===== src/hdl/uart_pkg.sv =====
package uart_pkg;
  localparam int CLK_HZ = 100_000_000;
  localparam int BAUD_DEFAULT = 115200;
  localparam logic [15:0] DIV_RESET = 16'(CLK_HZ / (BAUD_DEFAULT * 16));
  localparam logic [3:0] OVS_LAST = 4'hF;
  localparam logic [3:0] OVS_MID = 4'h7;
  localparam logic [1:0] WLEN_RESET = 2'h3;

  typedef enum logic [1:0] {
    PAR_NONE = 2'h0,
    PAR_EVEN = 2'h1,
    PAR_ODD = 2'h2
  } parity_type;

  typedef struct packed {
    logic [15:0] divisor;
    logic [1:0] wordLen;
    logic twoStop;
    parity_type parity;
    logic nineBit;
    logic [7:0] ownAddr;
    logic dmaMode;
  } cfg_type;

  typedef struct packed {
    logic [8:0] data;
    logic valid;
  } word_type;

  typedef enum logic [2:0] {
    SH_IDLE = 3'h0,
    SH_START = 3'h1,
    SH_DATA = 3'h3,
    SH_PAR = 3'h2,
    SH_STOP = 3'h6
  } shift_type;
endpackage


===== src/hdl/async_serial_port_dma.sv =====
`timescale 1ns/1ps
module async_serial_port_dma (
  // clock and reset
  input wire logic mclk,
  input wire logic resetn,
  // configuration
  input wire uart_pkg::cfg_type cfg,
  // transmit data
  input wire logic [8:0] txData,
  input wire logic txWrite,
  output logic txReady,
  // receive data
  output logic [8:0] rxData,
  output logic rxAvail,
  input wire logic rxRead,
  // status
  output logic rxParityErr,
  output logic rxFrameErr,
  output logic rxOverrun,
  output logic rxAddrMatch,
  // dma
  output logic dmaTxReq,
  output logic dmaRxReq,
  // line
  input wire logic rxd,
  output logic txd
);
  import uart_pkg::*;

  logic [15:0] div_r;
  logic tick;
  logic rxSync1_r;
  logic rxSync2_r;
  word_type txHold_r;
  logic shiftReady;
  word_type rxHold_r;
  shift_type rst_r;
  logic [3:0] rovs_r;
  logic [3:0] rbit_r;
  logic [8:0] rsh_r;
  logic rpar_r;
  logic rperr_r;
  logic [3:0] rNBits;
  logic rxDone;
  logic rxKeep;

  // shared 16x oversample tick for both directions
  always_ff @(posedge mclk or negedge resetn) begin
    if (!resetn) begin
      div_r <= 16'h0000;
    end else if (div_r == 16'h0000) begin
      div_r <= (cfg.divisor == 16'h0000) ? DIV_RESET - 16'h0001 : cfg.divisor - 16'h0001;
    end else begin
      div_r <= div_r - 16'h0001;
    end
  end
  assign tick = (div_r == 16'h0000);

  // pin input crosses into mclk domain
  always_ff @(posedge mclk or negedge resetn) begin
    if (!resetn) begin
      rxSync1_r <= 1'b1;
      rxSync2_r <= 1'b1;
    end else begin
      rxSync1_r <= rxd;
      rxSync2_r <= rxSync1_r;
    end
  end

  // transmit holding register
  assign txReady = !txHold_r.valid && !cfg.dmaMode;
  assign dmaTxReq = !txHold_r.valid && cfg.dmaMode;
  always_ff @(posedge mclk or negedge resetn) begin
    if (!resetn) begin
      txHold_r <= '0;
    end else if (txWrite && !txHold_r.valid) begin
      txHold_r <= '{data: txData, valid: 1'b1};
    end else if (txHold_r.valid && shiftReady) begin
      txHold_r.valid <= 1'b0;
    end
  end

  uart_tx txShift (
    .mclk(mclk),
    .resetn(resetn),
    .tick(tick),
    .cfg(cfg),
    .holdData(txHold_r.data),
    .holdValid(txHold_r.valid),
    .shiftReady(shiftReady),
    .txd(txd)
  );

  // receive shifter, sampled at mid-bit
  assign rNBits = cfg.nineBit ? 4'h9 : 4'(cfg.wordLen) + 4'h5;
  assign rxDone = tick && rovs_r == OVS_LAST && rst_r == SH_STOP;
  // in address mode data words are dropped until our address arrives
  assign rxKeep = !cfg.nineBit || rsh_r[8] || rxAddrMatch;

  always_ff @(posedge mclk or negedge resetn) begin
    if (!resetn) begin
      rst_r <= SH_IDLE;
      rovs_r <= 4'h0;
      rbit_r <= 4'h0;
      rsh_r <= 9'h000;
      rpar_r <= 1'b0;
      rperr_r <= 1'b0;
    end else if (tick) begin
      rovs_r <= rovs_r + 4'h1;
      case (rst_r)
        SH_IDLE: begin
          rovs_r <= 4'h0;
          if (!rxSync2_r) begin
            rst_r <= SH_START;
          end
        end
        SH_START: begin
          if (rovs_r == OVS_MID) begin
            rovs_r <= 4'h0;
            rbit_r <= 4'h0;
            rsh_r <= 9'h000;
            rpar_r <= 1'b0;
            rperr_r <= 1'b0;
            // glitch filter: a start bit gone by mid-bit is noise
            rst_r <= rxSync2_r ? SH_IDLE : SH_DATA;
          end
        end
        SH_DATA: begin
          if (rovs_r == OVS_LAST) begin
            rsh_r[rbit_r] <= rxSync2_r;
            rpar_r <= rpar_r ^ rxSync2_r;
            rbit_r <= rbit_r + 4'h1;
            if (rbit_r + 4'h1 == rNBits) begin
              rst_r <= (!cfg.nineBit && cfg.parity != PAR_NONE) ? SH_PAR : SH_STOP;
            end
          end
        end
        SH_PAR: begin
          if (rovs_r == OVS_LAST) begin
            rperr_r <= (rpar_r ^ rxSync2_r) != (cfg.parity == PAR_ODD);
            rst_r <= SH_STOP;
          end
        end
        SH_STOP: begin
          // only the first stop bit is checked; a second one reads as idle
          if (rovs_r == OVS_LAST) begin
            rst_r <= SH_IDLE;
          end
        end
        default: begin
          rst_r <= SH_IDLE;
        end
      endcase
    end
  end

  // receive holding register
  assign rxAvail = rxHold_r.valid && !cfg.dmaMode;
  assign dmaRxReq = rxHold_r.valid && cfg.dmaMode;
  assign rxData = rxHold_r.data;
  always_ff @(posedge mclk or negedge resetn) begin
    if (!resetn) begin
      rxHold_r <= '0;
    end else if (rxDone && rxKeep) begin
      rxHold_r <= '{data: rsh_r, valid: 1'b1};
    end else if (rxRead) begin
      rxHold_r.valid <= 1'b0;
    end
  end

  // error flags: a new event wins over the clearing read
  always_ff @(posedge mclk or negedge resetn) begin
    if (!resetn) begin
      rxParityErr <= 1'b0;
      rxFrameErr <= 1'b0;
      rxOverrun <= 1'b0;
    end else if (rxDone && rxKeep) begin
      rxParityErr <= rperr_r;
      rxFrameErr <= !rxSync2_r;
      rxOverrun <= rxOverrun | (rxHold_r.valid && !rxRead);
    end else if (rxRead) begin
      rxParityErr <= 1'b0;
      rxFrameErr <= 1'b0;
      rxOverrun <= 1'b0;
    end
  end

  // address match latched from last address character
  always_ff @(posedge mclk or negedge resetn) begin
    if (!resetn) begin
      rxAddrMatch <= 1'b0;
    end else if (!cfg.nineBit) begin
      rxAddrMatch <= 1'b0;
    end else if (rxDone && rsh_r[8]) begin
      rxAddrMatch <= (rsh_r[7:0] == cfg.ownAddr);
    end
  end
endmodule


===== src/hdl/uart_tx.sv =====
`timescale 1ns/1ps
module uart_tx (
  // clock, reset, tick and configuration
  input wire logic mclk,
  input wire logic resetn,
  input wire logic tick,
  input wire uart_pkg::cfg_type cfg,
  // holding side
  input wire logic [8:0] holdData,
  input wire logic holdValid,
  output logic shiftReady,
  // line
  output logic txd
);
  import uart_pkg::*;

  shift_type st_r;
  logic [8:0] sh_r;
  logic [3:0] ovs_r;
  logic [3:0] bit_r;
  logic stop2_r;
  logic par_r;
  logic [3:0] nBits;

  assign nBits = cfg.nineBit ? 4'h9 : 4'(cfg.wordLen) + 4'h5;
  assign shiftReady = (st_r == SH_IDLE);

  always_ff @(posedge mclk or negedge resetn) begin
    if (!resetn) begin
      st_r <= SH_IDLE;
      sh_r <= 9'h000;
      ovs_r <= 4'h0;
      bit_r <= 4'h0;
      stop2_r <= 1'b0;
      par_r <= 1'b0;
      txd <= 1'b1;
    end else if (st_r == SH_IDLE) begin
      txd <= 1'b1;
      if (holdValid) begin
        sh_r <= holdData;
        st_r <= SH_START;
        ovs_r <= 4'h0;
        bit_r <= 4'h0;
        stop2_r <= 1'b0;
        par_r <= (cfg.parity == PAR_ODD);
        txd <= 1'b0;
      end
    end else if (tick) begin
      ovs_r <= ovs_r + 4'h1;
      if (ovs_r == OVS_LAST) begin
        case (st_r)
          SH_START, SH_DATA: begin
            if (st_r == SH_DATA) begin
              sh_r <= {1'b0, sh_r[8:1]};
              bit_r <= bit_r + 4'h1;
            end
            if (st_r == SH_DATA && bit_r + 4'h1 == nBits) begin
              if (!cfg.nineBit && cfg.parity != PAR_NONE) begin
                st_r <= SH_PAR;
                txd <= par_r ^ sh_r[0];
              end else begin
                st_r <= SH_STOP;
                txd <= 1'b1;
              end
            end else begin
              st_r <= SH_DATA;
              txd <= (st_r == SH_DATA) ? sh_r[1] : sh_r[0];
              if (st_r == SH_DATA) begin
                par_r <= par_r ^ sh_r[0];
              end
            end
          end
          SH_PAR: begin
            st_r <= SH_STOP;
            txd <= 1'b1;
          end
          SH_STOP: begin
            if (cfg.twoStop && !stop2_r) begin
              stop2_r <= 1'b1;
            end else begin
              st_r <= SH_IDLE;
            end
          end
          default: begin
            st_r <= SH_IDLE;
            txd <= 1'b1;
          end
        endcase
      end
    end
  end
endmodule


===== config.mk =====
export PLATFORM = sky130hd
export DESIGN_NAME = async_serial_port_dma
export DESIGN_NICKNAME = d
export VERILOG_FILES = /design/src/hdl/uart_pkg.sv /design/src/hdl/async_serial_port_dma.sv /design/src/hdl/uart_tx.sv
export SDC_FILE = /design/constraint.sdc
export NUM_CORES = 1
export LEC_CHECK = 0
export ABC_AREA = 1
export BUFFER_PORTS_ARGS = -buffer_cell sky130_fd_sc_hd__buf_2
export CAP_MARGIN = 0
export CORE_MARGIN = 5
export CORE_UTILIZATION = 60
export CTS_BUF_LIST = sky130_fd_sc_hd__clkbuf_2
export DETAILED_ROUTE_END_ITERATION = 10
export HOLD_SLACK_MARGIN = 0.15
export PLACE_DENSITY = 0.82
export SLEW_MARGIN = 25
export SYNTH_ARGS = -nofsm -noshare
export SYNTH_HDL_FRONTEND = slang
export SYNTH_SLANG_ARGS = --single-unit

===== constraint.sdc =====
create_clock -name mclk -period 2 [get_ports mclk]
set_input_delay 0.4 -clock mclk [delete_from_list [all_inputs] [get_ports mclk]]
set_output_delay 0.4 -clock mclk [all_outputs]
set_load 0.02 [all_outputs]

==> metrics <==
Top FF cell, synth dfrtp_1; clk buf depth 2; Internal Dissipation 2.551 mW; Clock Sinks 87; Starting Density 62.22%; EDFF count, synth 0; VDD IR max 0.4622 mV; placed cells 835; chip height 102.8 um; sw frac 28.51%; Setup-failing EPs final 0; P&R area growth vs syn 15.22%; Synth cell types 38; Async SR Flop Fraction 100.0%; drt pass-1 iters 5; vias in the first global route 4383; CTS tree yes; vias per cell 5.297; clock power share 30.3%; Sum Neg Setup Slack 0 ns; core box area 8299 um^2; I/O pins 63; Fin Clk Skew 0.04227 ns; Flop pwr share 56.3%; worst slew pin tran 0.4039 ns; initial antenna violation count 0; crit path DAT 2.34 ns; clock input transition at the sequential cells of the worst setup and hold paths 0.23 ns; Wirelength per Cell 12.98 um; Gate power share 13.4%; period utilization 94.70%; Min-Delay Path Class in -> reg; CP bufs+invs 2; # nets final 817; total global routing track utilization 22.89%; GRT overflow 0; IO buf count 62; status finished, final reports clean; Inserted Clock Buffers 9; Critical Path Slowest Stage Cell dfrtp_1; unrepaired setup endpoints after global routing false; Synth Register Bits 87; initial drt markers 265; vias post-DR 4614; first-pass GRT wire length 19.42 mm; share of cells above drive strength 1 18.93%; crit path capture type flop; max incr delay on CP 0.54 ns; Slew Viols, Final 0; clock root buffer clkbuf_2; Setup Fix Bufs, Post-CTS 0; hold slack 0.1851 ns; Peak Freq 528.0 MHz; synthesized area 5164 um^2; crit-path cells inv_1, ha_1, inv_1, xor2_1, nor2_1, nand2_1, nand2_1, nand4_1, nand2_1, o21ai_1; fillers 651; Data required, critical path 2.45 ns; most common cell after layout, fill and taps aside nand2_1; Leakage 2.899 nW; H-tree depth 3; Crit Path Max Fanout 8; largest net degree at the start of global routing 38; Diodes inserted 0; GPL Wtd Cong 0.8883; Detail Placement HPWL 8.568 mm; commonest cells after routing, fill and taps aside 179 x nand2_1, 84 x nor2_1, 84 x dfrtp_1, 61 x inv_1, 61 x buf_2; NetSw 1.018 mW; Post-route DRC 0; sequential-to-total area share from yosys stat 42.23%; min cycle time layout 1.894 ns; Die Wd 102.8 um; crit start category flop; Synth Net Count 731; Layout Cells excl Fill 871; kind of cell adding the most delay to the critical path flip-flops; DRT antenna net count 0; most frequent cell on the critical path nand2_1; Synth Instances 675; Syn. warnings 0; clock latency on the worst-skew pair 0.57 ns; Setup CP Type reg -> reg; Die Footprint 10560 um^2; Hold Vio Cnt, Final 0; PwrDens 599.8 nW/um^2; routed wire length 11.31 mm; maxcap violations 0; Synth Area per Inst 7.650 um^2; Slew headroom 72.93%; row count 33
[final cells by class]
cell class                 instances  area (um^2)  area share (%)
multi-input combinational        493         2576           43.30
sequential                        87         2181           36.66
timing repair buffer              97        641.9           10.79
inverter                          73        275.3           4.627
tap                              105        131.4           2.208
clock inverter                     7        98.84           1.661
clock buffer                       9        45.04          0.7571
[sequential cells by signal (all words and copies together), names as in the netlist, 9 cells and up]
signal / cells
div_r: 16
txShift.sh_r: 9
txHold_r: 10
rsh_r: 9
rxData: 9
[worst paths after layout]
kind,start,end,depth (start not counted),slack (ns)
setup / recovery,rbit_r[0],rst_r[1],10,0.11
hold / removal,cfg[28],div_r[13],3,0.19
setup reg to reg,rbit_r[0],rst_r[1],10,0.11
hold reg to reg,rxSync1_r,rxSync2_r,0,0.38
max in group asynchronous,resetn,div_r[1],3,1.12
min in group asynchronous,resetn,rxParityErr,2,0.21
[timing repair]
item,CTS,global route
endpoints found under the hold margin,104,2
gates resized for setup,0,5
setup endpoints to repair,0,18
hold buffers,18,2
[synthesized netlist by cell type (2+ instances only)]
| cell type | number | area (um^2) |
|---|---|---|
| o21ai_0 | 11 | 55.05 |
| o21ai_1 | 32 | 160.2 |
| o22ai_1 | 12 | 75.07 |
| buf_6 | 3 | 33.78 |
| nand4_1 | 13 | 81.33 |
| dfrtp_1 | 84 | 2102 |
| clkbuf_1 | 6 | 22.52 |
| nand3_2 | 4 | 40.04 |
| nor3_2 | 2 | 20.02 |
| o31ai_1 | 7 | 52.55 |
| a31oi_1 | 2 | 12.51 |
| buf_2 | 3 | 15.01 |
| ha_1 | 11 | 137.6 |
| nor2_4 | 4 | 45.04 |
| nand3b_1 | 2 | 15.01 |
| inv_2 | 11 | 41.29 |
| nand2_1 | 179 | 671.9 |
| a21oi_1 | 13 | 65.06 |
| nand2_2 | 3 | 18.77 |
| nor3_1 | 15 | 75.07 |
| nand3_1 | 35 | 175.2 |
| xor2_1 | 17 | 148.9 |
| nor2_2 | 7 | 43.79 |
| dfstp_2 | 3 | 78.83 |
| buf_4 | 10 | 75.07 |
| inv_1 | 61 | 229.0 |
| nor2_1 | 85 | 319.1 |
| xnor2_1 | 19 | 166.4 |
| o21ai_2 | 12 | 105.1 |
[tightest hold or removal path, cell delays in order]
cell and delay (ns):
buf_2 0.10, xnor2_1 0.12, o22ai_1 0.08
[layer usage]
metal | share of wire [%] | vias to the layer above | global-route usage, %
li1 | - | 2336 | -
met1 | 45 | 2146 | 30.91
met2 | 48 | 119 | 38.18
met3 | 5.6 | 13 | 4.127
met4 | 1.1 | 0 | 6.275
met5 | 0 | - | 0
[through the flow]
step / power (mW) / area (um^2) / setup slack [ns] / util (%)
CTS: 3.567 / 5911 / 0.1105 / 71.22
global placement: 2.464 / 5587 / 0.1577 / 67.31
detailed placement: 2.483 / 5587 / 0.09029 / 67.31
global route: 3.745 / 5949 / 0.003868 / 71.69
floorplan: 2.305 / 5164 / 0.2628 / -
finish: 3.569 / 5949 / 0.1059 / 71.69
[cells by family (layout without fill, tap and decap cells)]
| family | after synthesis | count (layout) | share of synthesized area [%] |
|---|---|---|---|
| and+or+nand+nor | 354 | 354 | 30.07 |
| adders and majority gates | 11 | 11 | 2.665 |
| AOI/OAI and AO/OA | 92 | 92 | 10.76 |
| xor gates and xnor gates | 36 | 36 | 6.106 |
| DFF | 87 | 87 | 42.23 |
| buffers and inverters | 95 | 186 | 8.165 |
[power by group through the flow]
stage / clock, mW / combinational [mW] / sequential [mW]
2_1_floorplan: 0 / 0.292 / 2.01
3_3_place_gp: 0 / 0.432 / 2.03
3_5_place_dp: 0 / 0.444 / 2.04
4_1_cts: 1.08 / 0.474 / 2.01
5_1_grt: 1.17 / 0.549 / 2.03
6_report: 1.08 / 0.478 / 2.01
(Power assumes the default switching activity.)
